`src/include/e1r_pkg.sv`:
```
// Constants, field layouts and carriers of the E1 receive side pin block.
// Assumes a 200 MHz system clock and an Avalon-MM master in the same domain.
//
// What this block does
// Link demand output high for 1 to 5 bit times from slot 0 bit 3 of odd frames, length set by control bits 6:4.
// Receive clock pin carries the recovered 2.048 MHz line clock.
// 256 KHz channel clock is high only during each channel's LSB.
// Serial data changes on rising recovered clock, or backplane clock with store.
// Output sync pulses one clock: frame when select bit 0, multiframe when 1.
// With store and direction bit set, sync pin is an input taking frame pulses.
// Loss output, select 0: high while synchronizer searches for alignment.
// Loss output, select 1: high after 5 us without transmit clock transition.
// Backplane clock used only with elastic store; otherwise held low outside.
// Backplane clock high 100 us or more tri-states every output pin.
// Channel block output follows a programmed bit for each of 32 channels.
// On carrier loss the alternate clock replaces the recovered clock.
// Bus type strap picks strobe scheme of the host port control pins.
// First open-drain low interrupt asserts while an unmasked status one bit stays latched.
// Second open-drain low interrupt asserts while an unmasked status two bit stays latched.
// Frame has 32 eight-bit slots, slot 0 first, MSB first.
// Channel clock, block and sync are timed with the serial data clock.
// Interrupt lines release once no reported condition remains.
package e1r_pkg;

  // ----------------------------------------------------------------------
  // Register map.
  // ----------------------------------------------------------------------
  localparam logic [3:0] REG_CTRL    = 4'h0;
  localparam logic [3:0] REG_BLOCK   = 4'h1;
  localparam logic [3:0] REG_STAT1   = 4'h2;
  localparam logic [3:0] REG_STAT2   = 4'h3;
  localparam logic [3:0] REG_MASK1   = 4'h4;
  localparam logic [3:0] REG_MASK2   = 4'h5;
  localparam logic [3:0] REG_STATE   = 4'h6;

  // ----------------------------------------------------------------------
  // Field positions.
  // ----------------------------------------------------------------------
  localparam int CTRL_SYNC_SEL_POS  = 0;
  localparam int CTRL_SYNC_DIR_POS  = 1;
  localparam int CTRL_ES_EN_POS     = 2;
  localparam int CTRL_LOSS_SEL_POS  = 3;
  localparam int CTRL_LINK_RATE_POS = 4;
  localparam int S1_SEARCH_POS      = 0;
  localparam int S1_CARRIER_POS     = 1;
  localparam int S1_TXCLK_POS       = 2;
  localparam int S2_FRAME_POS       = 0;
  localparam int S2_MFRAME_POS      = 1;
  localparam int S2_TRISTATE_POS    = 2;

  // ----------------------------------------------------------------------
  // Reset values and frame geometry.
  // ----------------------------------------------------------------------
  localparam logic [2:0]  LINK_RATE_RST = 3'h5;
  localparam logic [2:0]  LINK_RATE_MAX = 3'h5;
  localparam logic [31:0] BLOCK_RST     = 32'h00000000;
  localparam logic [2:0]  MASK_RST      = 3'h7;
  localparam logic [2:0]  LSB_BIT       = 3'h7;
  localparam logic [2:0]  FIRST_SA_BIT  = 3'h3;

  // ----------------------------------------------------------------------
  // Timing.
  // ----------------------------------------------------------------------
  localparam int CLK_MHZ         = 200;
  localparam int TXCLK_LOSS_NS   = 5000;
  localparam int TXCLK_LOSS_CYC  = (TXCLK_LOSS_NS * CLK_MHZ) / 1000;
  localparam int BP_HIGH_US      = 100;
  localparam int BP_HIGH_CYC     = BP_HIGH_US * CLK_MHZ;

  // ----------------------------------------------------------------------
  // Carriers.
  // ----------------------------------------------------------------------
  typedef struct packed {
    logic [2:0] link_rate;
    logic       loss_select_bit;
    logic       elastic_store_enable_bit;
    logic       rx_sync_direction_bit;
    logic       rx_sync_select_bit;
  } e1r_ctrl_s;

  typedef struct packed {
    logic [4:0] chan;
    logic [2:0] bit_idx;
    logic [3:0] frame;
  } e1r_pos_s;

endpackage : e1r_pkg

```
`src/rtl/e1r_rx_pins.sv`:
```
// E1 receive side pin logic with Avalon-MM register slave.
// All pin inputs are asynchronous and are sampled by clk_in through three flops and a stability filter flop.
module e1r_rx_pins #(
  parameter int BP_HIGH_CYCLES = e1r_pkg::BP_HIGH_CYC
) (
  input  wire logic        clk_in,
  input  wire logic        rstn_in,
  input  wire logic [3:0]  avs_address_in,
  input  wire logic        avs_read_in,
  input  wire logic        avs_write_in,
  input  wire logic [31:0] avs_writedata_in,
  output logic [31:0]      avs_readdata_out,
  output logic             avs_waitrequest_out,
  input  wire logic        rx_recovered_clock_in,
  input  wire logic        rx_line_data_in,
  input  wire logic        carrier_loss_in,
  input  wire logic        sync_search_in,
  input  wire logic        alternate_clock_in,
  input  wire logic        backplane_clock_in,
  input  wire logic        tx_primary_clock_in,
  input  wire logic        bus_type_strap_in,
  input  wire logic        rx_frame_sync_pin_in,
  output logic             rx_frame_sync_pin_out,
  output logic             rx_frame_sync_pin_oe_out,
  output logic             rx_clock_out,
  output logic             rx_serial_data_out,
  output logic             rx_channel_clock_out,
  output logic             rx_channel_block_out,
  output logic             rx_link_demand_clock_out,
  output logic             rx_link_data_out,
  output logic             sync_or_txclk_loss_out,
  output logic             pins_drive_en_out,
  output logic             bus_mode_strobe_out,
  output logic             alarm_irq_first_n_out,
  output logic             alarm_irq_first_n_oe_out,
  output logic             alarm_irq_second_n_out,
  output logic             alarm_irq_second_n_oe_out,
  output logic             irq_out
);
  import e1r_pkg::*;

  if (BP_HIGH_CYCLES < 2) begin : g_bp_check
    $error("BP_HIGH_CYCLES must be at least 2.");
  end

  // ----------------------------------------------------------------------
  // Input synchronisers.
  // ----------------------------------------------------------------------
  localparam int NSYNC = 9;
  logic [NSYNC-1:0] raw_in;
  logic [NSYNC-1:0] s1_ff, s2_ff, s3_ff, stab_ff, prev_ff;
  logic [NSYNC-1:0] nxt_stab;
  assign raw_in = {rx_frame_sync_pin_in, bus_type_strap_in, tx_primary_clock_in,
                   backplane_clock_in, alternate_clock_in, sync_search_in,
                   carrier_loss_in, rx_line_data_in, rx_recovered_clock_in};

  always_comb begin
    for (int i = 0; i < NSYNC; i++) begin
      nxt_stab[i] = (s2_ff[i] == s3_ff[i]) ? s3_ff[i] : stab_ff[i];
    end
  end

  always_ff @(posedge clk_in) begin
    if (!rstn_in) begin
      s1_ff   <= '0;
      s2_ff   <= '0;
      s3_ff   <= '0;
      stab_ff <= '0;
      prev_ff <= '0;
    end else begin
      s1_ff   <= raw_in;
      s2_ff   <= s1_ff;
      s3_ff   <= s2_ff;
      stab_ff <= nxt_stab;
      prev_ff <= stab_ff;
    end
  end

  logic rclk_s, rdata_s, carrier_s, search_s, aclk_s, bpclk_s, tx_primary_clock_s, strap_s, sync_s;
  assign {sync_s, strap_s, tx_primary_clock_s, bpclk_s, aclk_s, search_s, carrier_s, rdata_s, rclk_s}
    = stab_ff;
  logic [NSYNC-1:0] rise;
  assign rise = stab_ff & ~prev_ff;

  // ----------------------------------------------------------------------
  // Registers and Avalon-MM slave.
  // ----------------------------------------------------------------------
  e1r_ctrl_s   ctrl_ff, nxt_ctrl;
  logic [31:0] block_ff, nxt_block;
  logic [2:0]  stat1_ff, nxt_stat1, stat2_ff, nxt_stat2;
  logic [2:0]  mask1_ff, nxt_mask1, mask2_ff, nxt_mask2;
  logic        ack_ff, nxt_ack;
  logic [31:0] rdata_ff, nxt_rdata;
  logic [2:0]  set1, set2;
  logic        wr_go;
  logic        strap_ff, nxt_strap;
  logic        tristate_ff;
  logic        loss_ff;

  assign wr_go = avs_write_in & ack_ff;
  assign avs_waitrequest_out = (avs_read_in | avs_write_in) & ~ack_ff;
  assign avs_readdata_out = rdata_ff;

  always_comb begin
    nxt_ctrl  = ctrl_ff;
    nxt_block = block_ff;
    nxt_mask1 = mask1_ff;
    nxt_mask2 = mask2_ff;
    nxt_stat1 = stat1_ff;
    nxt_stat2 = stat2_ff;
    nxt_rdata = rdata_ff;
    nxt_ack   = (avs_read_in | avs_write_in) & ~ack_ff;
    if (wr_go) begin
      case (avs_address_in)
        REG_CTRL: begin
          nxt_ctrl = e1r_ctrl_s'(avs_writedata_in[6:0]);
          if (avs_writedata_in[CTRL_LINK_RATE_POS +: 3] > LINK_RATE_MAX ||
              avs_writedata_in[CTRL_LINK_RATE_POS +: 3] == 3'h0) begin
            nxt_ctrl.link_rate = LINK_RATE_MAX;
          end
        end
        REG_BLOCK: nxt_block = avs_writedata_in;
        REG_STAT1: nxt_stat1 = stat1_ff & ~avs_writedata_in[2:0];
        REG_STAT2: nxt_stat2 = stat2_ff & ~avs_writedata_in[2:0];
        REG_MASK1: nxt_mask1 = avs_writedata_in[2:0];
        REG_MASK2: nxt_mask2 = avs_writedata_in[2:0];
        default: begin
        end
      endcase
    end
    nxt_stat1 = nxt_stat1 | set1;
    nxt_stat2 = nxt_stat2 | set2;
    if (avs_read_in & ~ack_ff) begin
      case (avs_address_in)
        REG_CTRL:  nxt_rdata = {25'h0000000, ctrl_ff};
        REG_BLOCK: nxt_rdata = block_ff;
        REG_STAT1: nxt_rdata = {29'h00000000, stat1_ff};
        REG_STAT2: nxt_rdata = {29'h00000000, stat2_ff};
        REG_MASK1: nxt_rdata = {29'h00000000, mask1_ff};
        REG_MASK2: nxt_rdata = {29'h00000000, mask2_ff};
        REG_STATE: nxt_rdata = {26'h0000000, carrier_s, search_s, tx_primary_clock_s, loss_ff,
                                tristate_ff, strap_ff};
        default:   nxt_rdata = 32'h00000000;
      endcase
    end
    nxt_strap = strap_s;
  end

  always_ff @(posedge clk_in) begin
    if (!rstn_in) begin
      ctrl_ff       <= e1r_ctrl_s'({LINK_RATE_RST, 4'h0});
      block_ff      <= BLOCK_RST;
      mask1_ff      <= MASK_RST;
      mask2_ff      <= MASK_RST;
      stat1_ff      <= 3'h0;
      stat2_ff      <= 3'h0;
      rdata_ff      <= 32'h00000000;
      ack_ff        <= 1'b0;
      strap_ff      <= 1'b0;
    end else begin
      ctrl_ff       <= nxt_ctrl;
      block_ff      <= nxt_block;
      mask1_ff      <= nxt_mask1;
      mask2_ff      <= nxt_mask2;
      stat1_ff      <= nxt_stat1;
      stat2_ff      <= nxt_stat2;
      rdata_ff      <= nxt_rdata;
      ack_ff        <= nxt_ack;
      strap_ff      <= nxt_strap;
    end
  end

  // ----------------------------------------------------------------------
  // Loss detectors and tri-state override.
  // ----------------------------------------------------------------------
  logic [10:0] tgap_ff, nxt_tgap;
  logic [31:0] bphi_ff, nxt_bphi;
  logic        txlost, nxt_tristate, nxt_loss, search_d_ff, carrier_d_ff, txlost_d_ff;
  assign txlost = (tgap_ff >= 11'(TXCLK_LOSS_CYC));

  always_comb begin
    nxt_tgap = (tx_primary_clock_s != prev_ff[6]) ? 11'h000 :
               (txlost ? tgap_ff : tgap_ff + 11'h001);
    nxt_bphi = !bpclk_s ? 32'h00000000 :
               ((bphi_ff >= 32'(BP_HIGH_CYCLES)) ? bphi_ff : bphi_ff + 32'h00000001);
    nxt_tristate = (bphi_ff >= 32'(BP_HIGH_CYCLES));
    nxt_loss = ctrl_ff.loss_select_bit ? txlost : search_s;
    set1 = 3'h0;
    set1[S1_SEARCH_POS]  = search_s & ~search_d_ff;
    set1[S1_CARRIER_POS] = carrier_s & ~carrier_d_ff;
    set1[S1_TXCLK_POS]   = txlost & ~txlost_d_ff;
  end

  always_ff @(posedge clk_in) begin
    if (!rstn_in) begin
      tgap_ff      <= 11'h000;
      bphi_ff      <= 32'h00000000;
      tristate_ff  <= 1'b0;
      loss_ff      <= 1'b0;
      search_d_ff  <= 1'b0;
      carrier_d_ff <= 1'b0;
      txlost_d_ff  <= 1'b0;
    end else begin
      tgap_ff      <= nxt_tgap;
      bphi_ff      <= nxt_bphi;
      tristate_ff  <= nxt_tristate;
      loss_ff      <= nxt_loss;
      search_d_ff  <= search_s;
      carrier_d_ff <= carrier_s;
      txlost_d_ff  <= txlost;
    end
  end

  // ----------------------------------------------------------------------
  // Frame timing, serial data and pin outputs.
  // ----------------------------------------------------------------------
  e1r_pos_s pos_ff, nxt_pos;
  logic     tick, sync_in_mode, ext_sync;
  logic     rclk_o_ff, nxt_rclk_o, ser_ff, nxt_ser, chclk_ff, nxt_chclk;
  logic     blk_ff, nxt_blk, sync_o_ff, nxt_sync_o, lclk_ff, nxt_lclk, ldat_ff, nxt_ldat;

  assign sync_in_mode = ctrl_ff.elastic_store_enable_bit & ctrl_ff.rx_sync_direction_bit;
  assign tick = ctrl_ff.elastic_store_enable_bit ? rise[5] :
                (carrier_s ? rise[4] : rise[0]);
  assign ext_sync = sync_in_mode & rise[8];

  function automatic e1r_pos_s pos_step(input e1r_pos_s p);
    e1r_pos_s n;
    n = p;
    n.bit_idx = p.bit_idx + 3'h1;
    if (p.bit_idx == LSB_BIT) begin
      n.chan = p.chan + 5'h01;
      if (p.chan == 5'h1F) begin
        n.frame = p.frame + 4'h1;
      end
    end
    return n;
  endfunction : pos_step

  always_comb begin
    nxt_pos    = pos_ff;
    nxt_ser    = ser_ff;
    nxt_chclk  = chclk_ff;
    nxt_blk    = blk_ff;
    nxt_sync_o = sync_o_ff;
    nxt_lclk   = lclk_ff;
    nxt_ldat   = ldat_ff;
    nxt_rclk_o = carrier_s ? aclk_s : rclk_s;
    if (ext_sync) begin
      nxt_pos = e1r_pos_s'(12'h000);
    end else if (tick) begin
      nxt_pos = pos_step(pos_ff);
    end
    if (tick) begin
      nxt_ser    = rdata_s;
      nxt_chclk  = (nxt_pos.bit_idx == LSB_BIT);
      nxt_blk    = block_ff[nxt_pos.chan];
      nxt_sync_o = (nxt_pos.chan == 5'h00) && (nxt_pos.bit_idx == 3'h0) &&
                   (!ctrl_ff.rx_sync_select_bit || nxt_pos.frame == 4'h0);
      nxt_lclk   = nxt_pos.frame[0] && (nxt_pos.chan == 5'h00) &&
                   (nxt_pos.bit_idx >= FIRST_SA_BIT) &&
                   ((nxt_pos.bit_idx - FIRST_SA_BIT) < ctrl_ff.link_rate);
      nxt_ldat   = rdata_s;
    end
    set2 = 3'h0;
    set2[S2_FRAME_POS]    = tick & (nxt_pos.chan == 5'h00) & (nxt_pos.bit_idx == 3'h0);
    set2[S2_MFRAME_POS]   = set2[S2_FRAME_POS] & (nxt_pos.frame == 4'h0);
    set2[S2_TRISTATE_POS] = nxt_tristate & ~tristate_ff;
  end

  always_ff @(posedge clk_in) begin
    if (!rstn_in) begin
      pos_ff    <= e1r_pos_s'(12'h000);
      rclk_o_ff <= 1'b0;
      ser_ff    <= 1'b0;
      chclk_ff  <= 1'b0;
      blk_ff    <= 1'b0;
      sync_o_ff <= 1'b0;
      lclk_ff   <= 1'b0;
      ldat_ff   <= 1'b0;
    end else begin
      pos_ff    <= nxt_pos;
      rclk_o_ff <= nxt_rclk_o;
      ser_ff    <= nxt_ser;
      chclk_ff  <= nxt_chclk;
      blk_ff    <= nxt_blk;
      sync_o_ff <= nxt_sync_o;
      lclk_ff   <= nxt_lclk;
      ldat_ff   <= nxt_ldat;
    end
  end

  // ----------------------------------------------------------------------
  // Pin drivers and interrupts.
  // ----------------------------------------------------------------------
  logic alarm_irq_first_n, alarm_irq_second_n;
  assign alarm_irq_first_n = |(stat1_ff & mask1_ff);
  assign alarm_irq_second_n = |(stat2_ff & mask2_ff);
  assign pins_drive_en_out         = ~tristate_ff;
  assign rx_clock_out              = rclk_o_ff;
  assign rx_serial_data_out        = ser_ff;
  assign rx_channel_clock_out      = chclk_ff;
  assign rx_channel_block_out      = blk_ff;
  assign rx_link_demand_clock_out  = lclk_ff;
  assign rx_link_data_out          = ldat_ff;
  assign sync_or_txclk_loss_out    = loss_ff;
  assign bus_mode_strobe_out       = strap_ff;
  assign rx_frame_sync_pin_out     = sync_o_ff;
  assign rx_frame_sync_pin_oe_out  = ~sync_in_mode & ~tristate_ff;
  assign alarm_irq_first_n_out     = 1'b0;
  assign alarm_irq_first_n_oe_out  = alarm_irq_first_n & ~tristate_ff;
  assign alarm_irq_second_n_out    = 1'b0;
  assign alarm_irq_second_n_oe_out = alarm_irq_second_n & ~tristate_ff;
  assign irq_out                   = alarm_irq_first_n | alarm_irq_second_n;

  // ----------------------------------------------------------------------
  // Assertions.
  // ----------------------------------------------------------------------
  property p_chclk;
    @(posedge clk_in) disable iff (!rstn_in)
      tick && !ext_sync |=> (chclk_ff == (pos_ff.bit_idx == LSB_BIT));
  endproperty
  a_chclk: assert property (p_chclk) else $error("Channel clock not on LSB.");

  property p_block;
    @(posedge clk_in) disable iff (!rstn_in)
      tick |=> (blk_ff == $past(block_ff[nxt_pos.chan]));
  endproperty
  a_block: assert property (p_block) else $error("Channel block mismatch.");

  property p_ser;
    @(posedge clk_in) disable iff (!rstn_in)
      !tick |=> $stable(ser_ff);
  endproperty
  a_ser: assert property (p_ser) else $error("Serial data changed off edge.");

  property p_sync_one;
    @(posedge clk_in) disable iff (!rstn_in)
      $rose(sync_o_ff) |-> !ctrl_ff.rx_sync_select_bit || pos_ff.frame == 4'h0;
  endproperty
  a_sync_one: assert property (p_sync_one) else $error("Sync on wrong frame.");

  property p_loss7;
    @(posedge clk_in) disable iff (!rstn_in)
      !ctrl_ff.loss_select_bit ##1 !$past(ctrl_ff.loss_select_bit) |->
        loss_ff == $past(search_s);
  endproperty
  a_loss7: assert property (p_loss7) else $error("Loss output not search.");

  property p_txloss;
    @(posedge clk_in) disable iff (!rstn_in)
      ctrl_ff.loss_select_bit && tgap_ff == 11'(TXCLK_LOSS_CYC) && $stable(ctrl_ff)
        |=> loss_ff;
  endproperty
  a_txloss: assert property (p_txloss) else $error("Tx clock loss not flagged.");

  property p_tri;
    @(posedge clk_in) disable iff (!rstn_in)
      bphi_ff >= 32'(BP_HIGH_CYCLES) |=> !pins_drive_en_out && !rx_frame_sync_pin_oe_out;
  endproperty
  a_tri: assert property (p_tri) else $error("Outputs not tri-stated.");

  property p_syncin;
    @(posedge clk_in) disable iff (!rstn_in)
      sync_in_mode |-> !rx_frame_sync_pin_oe_out;
  endproperty
  a_syncin: assert property (p_syncin) else $error("Sync pin driven as input.");

  property p_alarm_irq_first_n;
    @(posedge clk_in) disable iff (!rstn_in)
      (stat1_ff & mask1_ff) == 3'h0 && !tristate_ff |-> !alarm_irq_first_n_oe_out;
  endproperty
  a_alarm_irq_first_n: assert property (p_alarm_irq_first_n) else $error("First interrupt held.");

  property p_alarm_irq_second_n;
    @(posedge clk_in) disable iff (!rstn_in)
      $rose(stat2_ff[S2_FRAME_POS]) && mask2_ff[S2_FRAME_POS] && !tristate_ff
        |-> alarm_irq_second_n_oe_out;
  endproperty
  a_alarm_irq_second_n: assert property (p_alarm_irq_second_n) else $error("Second interrupt missing.");

  property p_rclk;
    @(posedge clk_in) disable iff (!rstn_in)
      carrier_s ##1 carrier_s |-> rclk_o_ff == $past(aclk_s);
  endproperty
  a_rclk: assert property (p_rclk) else $error("Alternate clock not routed.");

  c_mframe: cover property (@(posedge clk_in) disable iff (!rstn_in)
    sync_o_ff && ctrl_ff.rx_sync_select_bit);
  c_link: cover property (@(posedge clk_in) disable iff (!rstn_in) $rose(lclk_ff));
  c_tri: cover property (@(posedge clk_in) disable iff (!rstn_in) $rose(tristate_ff));

endmodule : e1r_rx_pins

```
`config.mk`:
```
export PLATFORM = sky130hd
export DESIGN_NAME = e1r_rx_pins
export DESIGN_NICKNAME = d
export VERILOG_FILES = /design/src/include/e1r_pkg.sv /design/src/rtl/e1r_rx_pins.sv
export SDC_FILE = /design/constraint.sdc
export NUM_CORES = 1
export LEC_CHECK = 0
export BUFFER_PORTS_ARGS = -buffer_cell sky130_fd_sc_hd__buf_4
export CORE_ASPECT_RATIO = 1.4
export CORE_MARGIN = 3
export CORE_UTILIZATION = 51
export DETAILED_ROUTE_END_ITERATION = 10
export PLACE_DENSITY = 0.72
export SLEW_MARGIN = 0
export SYNTH_ARGS = -nofsm -noshare
export SYNTH_HDL_FRONTEND = slang
export SYNTH_SLANG_ARGS = --single-unit
```
`constraint.sdc`:
```
create_clock -name clk_in -period 3.1 [get_ports clk_in]
set_input_delay 0 -clock clk_in [delete_from_list [all_inputs] [get_ports clk_in]]
set_output_delay 0 -clock clk_in [all_outputs]
set_load 0.01 [all_outputs]
```
=== After elaboration in Yosys (flattened, before gate mapping) ===
Cells that the tools add are included.

* Register bits: 196
* Bits in latches: 0
* Memory bits (writable): 0
* ROM bits: 0
* Logic and storage cells: 144
* Memories: 0

* $add $sub $neg: 6
* $mul: 0
* Div/mod/pow operators: 0
* Magnitude comparators: 6
* Equality and inequality tests: 19
* Shift-type cells: 0
* Multiplexer cells: 17
* Bitwise operators: 33
* Reductions and logical operators: 21

{| class="wikitable"
|+ Operators by type and width
! kind !! number
|-
| one-hot mux 32 bit (7 select lines) || 1
|-
| adder 32 x 1 -> 32 bit, second input constant || 1
|-
| greater-or-equal comparator 32 x 15 -> 1 bit, second input constant || 1
|-
| 2-to-1 mux 12 bit || 2
|-
| bitwise AND 1 bit || 15
|-
| 2-to-1 mux 3 bit || 5
|-
| bitwise AND 3 bit || 4
|-
| equality test 4 x 3 -> 1 bit, second input constant || 3
|-
| adder 11 x 1 -> 11 bit, second input constant || 1
|-
| greater-or-equal comparator 11 x 10 -> 1 bit, second input constant || 1
|-
| AND reduction 2 bit || 5
|-
| bitwise AND 9 bit || 1
|-
| equality test 1 bit || 9
|-
| inverter 9 bit || 1
|-
| equality test 4 x 2 -> 1 bit, second input constant || 2
|-
| zero test 4 bit || 2
|-
| 2-to-1 mux 4 bit || 2
|-
| inverter 1 bit || 7
|-
| equality test 3 bit, second input constant || 2
|-
| zero test 3 bit || 2
|-
| less-than comparator 5 x 6 -> 1 bit, second input constant || 1
|-
| OR 3 bit || 2
|-
| OR reduction 3 bit || 2
|-
| adder 5 x 1 -> 5 bit, second input constant || 1
|-
| other kinds (19) || 29
|}

=== Logic depth before layout (Yosys ltp) ===
Gate-level depths: netlist of run 1.

* Depth after elaboration: 11
* Mapped depth: 11

=== Worst setup path before layout of run 1 ===
OpenSTA, ideal clock, no wires.

* Kind: flip-flop to flip-flop
* Start point: reg stab_ff[2]
* End point: reg blk_ff, in the netlist rx_channel_block_out
* Arrival: 2670 ps
* Slack: 313 ps
* Cell stages (with the launch flop): 10
* Path buffers: 1
* Path through: dfxtp_1 buf_6 or4b_4 a31oi_4 mux2i_2 mux4_1 mux2i_1 nand3b_1 nand3_1 o21ai_1

* Cells in the longest elaborated chain, start to end: 6

{| class="wikitable"
|+ RTL lines
! what !! RTL line !! source
|-
| start, declared || e1r_rx_pins.sv:51 || <nowiki>logic [NSYNC-1:0] s1_ff, s2_ff, s3_ff, stab_ff, prev_ff;</nowiki>
|-
| start signal, assigned || e1r_rx_pins.sv:74 || <nowiki>stab_ff <= nxt_stab;</nowiki>
|-
| 2-to-1 mux 1 bit * || e1r_rx_pins.sv:224 || <nowiki>(carrier_s ? rise[4] : rise[0]);</nowiki>
|-
| 2-to-1 mux 1 bit * || e1r_rx_pins.sv:223 || <nowiki>assign tick = ctrl_ff.elastic_store_enable_bit ? rise[5] :</nowiki>
|-
| 2-to-1 mux 12 bit || e1r_rx_pins.sv:251 || <nowiki>end else if (tick) begin</nowiki>
|-
| 2-to-1 mux 12 bit || e1r_rx_pins.sv:249 || <nowiki>if (ext_sync) begin</nowiki>
|-
| binary-select mux 1 bit (select 5 bit) || e1r_rx_pins.sv:257 || <nowiki>nxt_blk = block_ff[nxt_pos.chan];</nowiki>
|-
| 2-to-1 mux 1 bit (implied by the code) || e1r_rx_pins.sv:257 ||
|-
| end signal, assigned || e1r_rx_pins.sv:286 || <nowiki>blk_ff <= nxt_blk;</nowiki>
|-
| end, declared || e1r_rx_pins.sv:220 || <nowiki>logic blk_ff, nxt_blk, sync_o_ff, nxt_sync_o, lclk_ff, nxt_lclk, ldat_ff, nxt_ldat;</nowiki>
|}

Mark *: on every way between the ends. The rest lies on a longest branch, timed or not. The select of a mux whose other input is x is not followed.
A chain may end at the register's enable or synchronous reset.

=== Worst setup path in the final report of run 1 ===
* Start point: reg stab_ff[0]
* End point: reg blk_ff, in the netlist rx_channel_block_out

* Cells in the longest elaborated chain, start to end: 7

{| class="wikitable"
|+ RTL lines
! what !! RTL line !! source
|-
| bitwise AND 9 bit * || e1r_rx_pins.sv:83 || <nowiki>assign rise = stab_ff & ~prev_ff;</nowiki>
|-
| 2-to-1 mux 1 bit * || e1r_rx_pins.sv:224 ||
|-
| 2-to-1 mux 1 bit * || e1r_rx_pins.sv:223 ||
|-
| 2-to-1 mux 12 bit || e1r_rx_pins.sv:251 ||
|-
| 2-to-1 mux 12 bit || e1r_rx_pins.sv:249 ||
|-
| binary-select mux 1 bit (select 5 bit) || e1r_rx_pins.sv:257 ||
|-
| 2-to-1 mux 1 bit (implied by the code) || e1r_rx_pins.sv:257 ||
|}

Marks and branches as above.

==> results of run 1 <==
## logic make-up after synthesis
group                      share of synthesized area
xor gates and xnor gates                      0.0341
DFF                                            0.499
buffers and inverters                         0.0342
and+or+nand+nor                                0.233
adders and majority gates                     0.0243
muxes                                         0.0570
other                                       0.000486
AOI/OAI and AO/OA                              0.118
## flip-flops by register name, summed over array words and instances (netlist names), 11 cells and up
name and flops:
bphi_ff 32, block_ff 32, pos_ff 12, avs_readdata_out 32, tgap_ff 11
## routing by layer
metal / wire, um / share of wire / track usage
met1: 7620 / 0.43 / 0.261
met2: 8920 / 0.50 / 0.378
met3: 891 / 0.050 / 0.0471
met4: 391 / 0.022 / 0.0805
met5: 0 / 0 / 0
## cell usage in the layout, fill, tap and decap left out, types with 23 or more instances in the layout
cell type	Yosys	layout
buf_4	4	112
dfxtp_1	192	192
a21oi_1	90	90
and3_1	26	26
nand2_1	157	157
nor2_1	80	80
mux2i_1	23	23
nand3_1	44	43
dlygate4sd3_1	0	44
and2_1	36	36
## tightest hold or removal path, stage by stage
cell and delay [ps]:
buf_4 160, a311oi_1 120, nand2_1 60, a21oi_1 50
## power by group
| group | internal (uW) | leakage (uW) | switching [uW] |
|---|---|---|---|
| sequential | 2490 | 0.00155 | 17.1 |
| combinational | 129 | 0.00203 | 140 |
| clock | 1100 | 0.000268 | 998 |
| total | 3720 | 0.00386 | 1160 |
## layout make-up
cell class,count,area share
well taps,189,0.0246
clock buffers,19,0.0471
clock inverters,13,0.0130
repair buffers,156,0.133
multi-input cells,624,0.377
flip-flops and latches,192,0.400
inverters,15,0.00585
## metrics by stage
step | cells | utilization | hold slack, ps
3_5_place_dp | 1132 | 0.587 | 210
5_1_grt | 1208 | 0.657 | 49.5
6_report | 1208 | 0.657 | 20.4
2_1_floorplan | 880 | - | 125
3_3_place_gp | 1132 | 0.587 | 208
4_1_cts | 1208 | 0.657 | 3.37
## path summary, 6_finish.rpt
kind / slack, ps / end / cells past startpoint / startpoint
min reg2reg: 440 / s2_ff[1] / 1 / s1_ff[1]
max: 240 / rx_channel_block_out / 8 / stab_ff[0]
min: 20 / avs_readdata_out[2] / 4 / avs_address_in[1]
max reg2reg: 240 / rx_channel_block_out / 8 / stab_ff[0]
## what timing repair did
action	in CTS	in global routing
resized for setup	0	1
endpoints found under the setup margin	0	1
endpoints found under the hold margin	62	0
hold buffers	44	0
==> impl_results.md, run 1 <==
* Status: finished, final reports clean
* Tot Pwr at 4880 uW
* Most frequent cell after synthesis: dfxtp_1
* Initial antenna violation count at 0
* CP endpoint kind: register
* Share of layout cells above drive strength 1 at 0.156
* RSZ-0062 raised after global routing: false
* Relative slew slack at 0.388
* PD cells at 507 mW/mm^2
* Worst-path clk slew at 70 ps
* DRC at 0
* Layout Nets at 1070
* Synth area leaders: dfxtp_1, nand2_1, a21oi_1
* Full die area at 0.0166 mm^2
* Most used cell, CP: nand3_1
* # fillers at 1232
* Core Area at 0.0146 mm^2
* Placed Area at 0.00859 mm^2
* GRT Util Overall at 0.218
* Clk_lat worst skew at 420 ps
* GP Congestion at 0.857
* Hold crit path type: in2reg
* Max incr delay on CP at 620 ps
* Cell Rows at 52
* Drt first pass iters at 6
* Diodes inserted at 0
* Total CTS buffers at 17
* Fin area at 0.00962 mm^2
* Post-route ant nets at 0
* Syn-to-layout area delta at 24.7%
* Slowest-stage cell, CP: mux4_1
* Synth Warn # at 0
* Mean Syn Cell Area at 8.77 um^2
* Worst-path cell chain: or4b_4 > a31oi_4 > mux2i_2 > mux4_1 > mux2i_1 > nand3_1 > nand3_1 > o21ai_1
* DRT Wirelength at 17800 um
* # IOs at 98
* Seq/Total Area, Yosys at 0.499
* Peak supply drop at 0.000322 V
* Number of synthesized register bits at 192
* CP required at 3420 ps
* Avg WL per Cell at 14.7 um
* Setup Fix Bufs, Post-CTS at 0
* I/O Buffers at 95
* Synth unique cells at 63
* Final worst slack at 245 ps
* Buffers & Inverters on Critical Path at 0
* GRT overflow at 0
* Synth Cell Area at 0.00771 mm^2
* Largest net degree at the start of global routing at 69
* Vias in the first global route at 6132
* DRT iter0 DRCs at 369
* Via density at 5.32
* Gate Count Post-Synth at 879
* Skew final at 9.44 ps
* Initial Util at 0.527
* Detailed placement HPWL at 12200 um
* H-tree depth at 4
* First-pass GRT wire length at 28800 um
* Root buffer cell: clkbuf_16
* Post-synth top cells: dfxtp_1, nand2_1, a21oi_1
* Routed via count at 6425
* Max Cap Viol at 0
* Cell taking the most area after synthesis: dfxtp_1
* Finish-stage setup viols at 0
* Crit-path max FO at 6
* Die width at 110 um
* Sequential cell area at 0.00384 mm^2
* Async SR Flop Fraction at 0
* Slew Limit Fails at 0
* Synth top area share at 0.499
* Place WS at 247 ps
* Period minus WS final at 2860 ps
* Number of enable flip-flop cells after synthesis at 0
* Die H at 151 um
* Max Freq at 0.350 GHz
* Synth Flop Type: dfxtp_1
* Worst Setup Path Type: reg2reg
* CP Launch Type: register
* Sink Count at 192
* CTS tree: built
* Final hold violation count at 0
* Total negative slack at 0 ps
* Tcrit/Tclk final at 0.921
* Leakage at 0.00386 uW
* Worst slew pin tran at 918 ps
* Max clock buf depth at 2
* Data arrival, critical path at 3170 ps
* CP delay by family, top: multiplexers
* Multi-input gate area at 0.00362 mm^2
Note: power is estimated with default switching activity, not from simulation.
==> run 2: changes to the inputs <==
--- a/config.mk
+++ b/config.mk
@@ -5,12 +5,14 @@
 export SDC_FILE = /design/constraint.sdc
 export NUM_CORES = 1
 export LEC_CHECK = 0
+export ABC_CLOCK_PERIOD_IN_PS = 3100
 export BUFFER_PORTS_ARGS = -buffer_cell sky130_fd_sc_hd__buf_4
 export CORE_ASPECT_RATIO = 1.4
 export CORE_MARGIN = 3
 export CORE_UTILIZATION = 51
 export DETAILED_ROUTE_END_ITERATION = 10
 export PLACE_DENSITY = 0.72
+export RECOVER_POWER = 50
 export SLEW_MARGIN = 0
 export SYNTH_ARGS = -nofsm -noshare
 export SYNTH_HDL_FRONTEND = slang
==> run 2 against run 1 <==
  * The run now ends with capacitance limit, slew limit left
  * Sequential cell count stayed put
  * Critical path type unchanged
  * Clock skew about the same
  * Sequential share of layout area grew 0.75 points
  * Count of clock-buffer cells in the layout unchanged
  * Highest routed layer unchanged
  * Sequential power about the same
  * Utilization is 1.2 points lower
  * Total power is essentially flat
  * Maximum frequency is 0.13% higher
==> impl_results.md, run 2 (synthesized netlist as in run 1, its figures left out) <==
* Status: finished with violations
* Violated checks: capacitance limit, slew limit
* Fin area at 0.00944 mm^2
* Core Area at 0.0146 mm^2
* Reg2reg end: rx_channel_block_out
* Full die area at 0.0166 mm^2
* Max Freq at 0.351 GHz
* CP Launch Type: register
* RSZ-0062 raised after global routing: false
* Cell Rows at 52
* Total negative slack at 0 ps
* Setup Fix Bufs, Post-CTS at 0
* Final hold violation count at 0
* Slowest-stage cell, CP: mux4_1
* Via density at 5.33
* Avg WL per Cell at 14.8 um
* PD cells at 516 mW/mm^2
* Root buffer cell: clkbuf_16
* Period minus WS final at 2850 ps
* Worst r2r path cells at 8
* Skew final at 9.12 ps
* Sink Count at 192
* Tcrit/Tclk final at 0.920
* Max incr delay on CP at 620 ps
* Seq pwr share at 0.514
* GRT overflow at 0
* Internal power at 3720 uW
* Worst Setup Path Type: reg2reg
* Die H at 151 um
* DRC at 0
* Placed cells at 1132
* Multi-input gate area at 0.00362 mm^2
* Combinational power share at 0.054
* Post-route ant nets at 0
* Syn-to-layout area delta at 22.5%
* Worst-path cell chain: or4b_4 > a31oi_4 > mux2i_2 > mux4_1 > mux2i_1 > nand3_1 > nand3_1 > o21ai_1
* # fillers at 1290
* Max clock buf depth at 2
* GRT Util Overall at 0.218
* I/O Buffers at 95
* CP required at 3410 ps
* Most frequent cells in the layout: dfxtp_1, nand2_1, a21oi_1, nor2_1, buf_4
* Drt first pass iters at 8
* Detailed placement HPWL at 12200 um
* H-tree depth at 4
* R2R setup slack at 250 ps
* Stages on worst setup path at 8
* Worst slew pin tran at 1680 ps
* Initial Util at 0.527
* DRT iter0 DRCs at 371
* CP endpoint kind: register
* Crit-path max FO at 6
* DRT Wirelength at 17900 um
* Hold crit path type: in2reg
* Sequential cell area at 0.00384 mm^2
* Peak supply drop at 0.000322 V
* Relative slew slack at -0.119
* Clk_lat worst skew at 420 ps
* Placed Area at 0.00859 mm^2
* Most common cell after layout, fill and taps aside: dfxtp_1
* Layout Nets at 1070
* Total CTS buffers at 17
* CP delay by family, top: multiplexers
* Clock power frac at 0.431
* Die width at 110 um
* Switching Fraction at 0.237
* Data arrival, critical path at 3170 ps
* GP Congestion at 0.857
* Largest net degree at the start of global routing at 69
* Initial antenna violation count at 0
* # IOs at 98
* Layout Cells excl Fill at 1208
* Critical path endpoint: rx_channel_block_out
* Most used cell, CP: nand3_1
* CTS tree: built
* Routed via count at 6439
* Buffers & Inverters on Critical Path at 0
* Leakage at 0.00365 uW
* Worst-path clk slew at 70 ps
* First-pass GRT wire length at 28800 um
* Finish-stage setup viols at 0
* Share of layout cells above drive strength 1 at 0.109
* NetSw at 1160 uW
* Slew Limit Fails at 52
* Critical path launch point: stab_ff[0]
* Origin of the critical flop-to-flop path: stab_ff[0]
* Diodes inserted at 0
* Vias in the first global route at 6132
* Max Cap Viol at 1
run 2: what timing repair did:
action                                  in CTS  in global routing
endpoints found under the setup margin       0                  1
gates resized for setup                      0                  1
hold endpoints to repair                    62                  0
hold buffers                                44                  0
run 2: routing by layer:
metal,wire length [um],global-route usage
met1,7510,0.261
met5,0,0
met4,359,0.0805
met3,954,0.0471
met2,9050,0.378
run 2: final cells by class:
cell class,instances,share of cell area
Inverter,15,0.00596
Multi-Input combinational cell,624,0.384
Timing Repair Buffer,156,0.117
Clock inverter,13,0.0133
Tap cell,189,0.0250
Sequential cell,192,0.407
Clock buffer,19,0.0480
run 2: worst min path at each step:
| stage | startpoint | endpoint | slack, ps | cells after the start |
|---|---|---|---|---|
| 6_report | avs_address_in[1] | avs_readdata_out[2] | 20 | 4 |
| 3_5_place_dp | rx_line_data_in | s1_ff[1] | 210 | 2 |
| 2_1_floorplan | avs_writedata_in[0] | mask1_ff[0] | 130 | 2 |
| 3_3_place_gp | tx_primary_clock_in | s1_ff[6] | 210 | 2 |
| 4_1_cts | avs_address_in[1] | avs_readdata_out[2] | 3 | 4 |
| 5_1_grt | rstn_in | mask1_ff[0] | 50 | 2 |
run 2: worst min-delay path: stages:
cell and delay, ps:
buf_4 160, a311oi_1 120, nand2_1 60, a21oi_1 50
run 2: per-stage QoR:
stage,worst slack [ps],utilization,power [uW],hold WS (ps)
after floorplan,313,-,2690,125
after global placement,303,0.587,2780,208
after detailed placement,247,0.587,2790,210
after CTS,263,0.657,4920,3.37
after global routing,50.0,0.645,5040,50.8
final,249,0.645,4880,21.8
run 2: power groups by stage:
stage	Combinational (uW)	Clock (uW)	Sequential, uW
6_report	265	2100	2510
5_1_grt	289	2250	2510
4_1_cts	267	2150	2510
3_5_place_dp	222	0	2560
3_3_place_gp	220	0	2560
2_1_floorplan	132	0	2560
==> run 3: changes to the inputs <==
--- a/config.mk
+++ b/config.mk
@@ -6,12 +6,12 @@
 export NUM_CORES = 1
 export LEC_CHECK = 0
 export ABC_CLOCK_PERIOD_IN_PS = 3100
-export BUFFER_PORTS_ARGS = -buffer_cell sky130_fd_sc_hd__buf_4
+export BUFFER_PORTS_ARGS = -buffer_cell sky130_fd_sc_hd__buf_2
 export CORE_ASPECT_RATIO = 1.4
 export CORE_MARGIN = 3
-export CORE_UTILIZATION = 51
+export CORE_UTILIZATION = 33
+export CTS_CLUSTER_DIAMETER = 60
 export DETAILED_ROUTE_END_ITERATION = 10
-export PLACE_DENSITY = 0.72
 export RECOVER_POWER = 50
 export SLEW_MARGIN = 0
 export SYNTH_ARGS = -nofsm -noshare
==> run 3 against run 2 <==
  * The flow now finishes without violations
  * Cell count increased by 9.4%
  * Non-clock buffer count increased by 1
  * Combinational power decreased by 6%
  * Routed wire length increased by 3.7%
  * Sequential cell count unchanged
  * Utilization decreased by 23 points
  * Global-route usage decreased by 6.9 points
  * Maximum frequency increased by 1.4%
  * Clock skew increased by 1.9 ps
  * Critical path type unchanged
==> impl_results.md, run 3 (synthesized netlist as in run 1, its figures left out) <==
* Status: finished, final reports clean
* Clk_lat worst skew at 440 ps
* Largest net degree at the start of global routing at 70
* Leakage at 0.00361 uW
* Peak supply drop at 0.000402 V
* Worst slew pin tran at 1090 ps
* Post-route ant nets at 0
* Via density at 4.82
* GP Congestion at 0.841
* RSZ-0062 raised after global routing: false
* PD cells at 508 mW/mm^2
* Placed Area at 0.00851 mm^2
* Diodes inserted at 0
* Relative slew slack at 0.272
* Layout Cells excl Fill at 1321
* Final hold violation count at 0
* # IOs at 98
* Worst Setup Path Type: reg2reg
* Multi-input gate area at 0.00363 mm^2
* Most frequent cells in the layout: dfxtp_1, nand2_1, a21oi_1, nor2_1, buf_2
* Skew final at 11.0 ps
* Most common cell after layout, fill and taps aside: dfxtp_1
* Cell Rows at 65
* Total CTS buffers at 17
* Crit-path max FO at 7
* Slew Limit Fails at 0
* Syn-to-layout area delta at 22.6%
* # fillers at 2324
* WL met2 at 9230 um
* DRT met1 WL at 8300 um
* DRC at 0
* Finish-stage setup viols at 0
* Root buffer cell: clkbuf_16
* Routed via count at 6365
* Max Cap Viol at 0
* Max clock buf depth at 2
* Vias in the first global route at 6147
* Tcrit/Tclk final at 0.907
* Total negative slack at 0 ps
* Setup Fix Bufs, Post-CTS at 0
* Hold crit path type: in2reg
* Fin area at 0.00945 mm^2
* Core Area at 0.0228 mm^2
* Drt first pass iters at 4
* First-pass GRT wire length at 30800 um
* Avg WL per Cell at 14.0 um
* CP endpoint kind: register
* Initial antenna violation count at 0
* Share of layout cells above drive strength 1 at 0.110
* Met3 wire len at 668 um
* GRT overflow at 0
* Data arrival, critical path at 3130 ps
* Worst-path clk slew at 70 ps
* CP required at 3420 ps
* Full die area at 0.0253 mm^2
* Sink Count at 192
* Die H at 187 um
* CP Launch Type: register
* Initial Util at 0.339
* DRT Wirelength at 18600 um
* Max Freq at 0.356 GHz
* Sequential cell area at 0.00384 mm^2
* DR top layer: met4
* Period minus WS final at 2810 ps
* Layout Nets at 1071
* DRT iter0 DRCs at 378
* H-tree depth at 4
* Detailed placement HPWL at 13000 um
* CTS tree: built
* GRT Util Overall at 0.149
* Die width at 135 um
* Placed cells at 1244
* I/O Buffers at 95
## run 3: cell type report
type                            instances  area share
Timing Repair Buffer                  157       0.105
Inverter                               15     0.00596
Clock buffer                           19      0.0469
Tap cell                              301      0.0399
Sequential cell                       192       0.407
Clock inverter                         13      0.0110
Multi-Input combinational cell        624       0.384
## run 3: report_power, final
| part | total, uW | switching (uW) | internal, uW |
|---|---|---|---|
| clock | 2040 | 979 | 1060 |
| sequential | 2510 | 17.2 | 2490 |
| combinational | 248 | 141 | 107 |
## run 3: worst max-delay path: stages (launching register included)
cell and delay [ps]:
dfxtp_1 360, or4b_4 590, a31oi_4 320, mux2i_4 420, mux4_1 610, mux2i_1 170, nand3_1 90, nand3_1 90
o21ai_1 60
## run 3: timing repair
| action | 4_1_cts | 5_1_grt |
|---|---|---|
| resized for setup | 0 | 2 |
| setup endpoints to repair | 0 | 1 |
| endpoints found under the hold margin | 62 | 0 |
| hold buffers | 45 | 0 |
## run 3: path summary, 6_finish.rpt
kind	start	endpoint	slack, ps	cells past startpoint
max	ctrl_ff[2]	rx_channel_block_out	290	8
min	avs_address_in[1]	avs_readdata_out[2]	100	4
max reg2reg	ctrl_ff[2]	rx_channel_block_out	290	8
min reg2reg	s1_ff[5]	s2_ff[5]	430	1
## run 3: layer usage
metal,GRT usage,vias up
li1,-,3255
met1,0.190,2964
met2,0.250,122
met3,0.0301,24
met4,0.0497,0
met5,0,-
## run 3: per-stage QoR
step / worst slack, ps / hold WS (ps) / power [uW] / utilization
after floorplan: 313 / 125 / 2690 / -
after global placement: 240 / 210 / 2770 / 0.374
after detailed placement: 78.8 / 209 / 2770 / 0.374
after CTS: 64.7 / 92.8 / 4870 / 0.418
after global routing: 90.5 / 176 / 4990 / 0.415
final: 289 / 103 / 4800 / 0.415
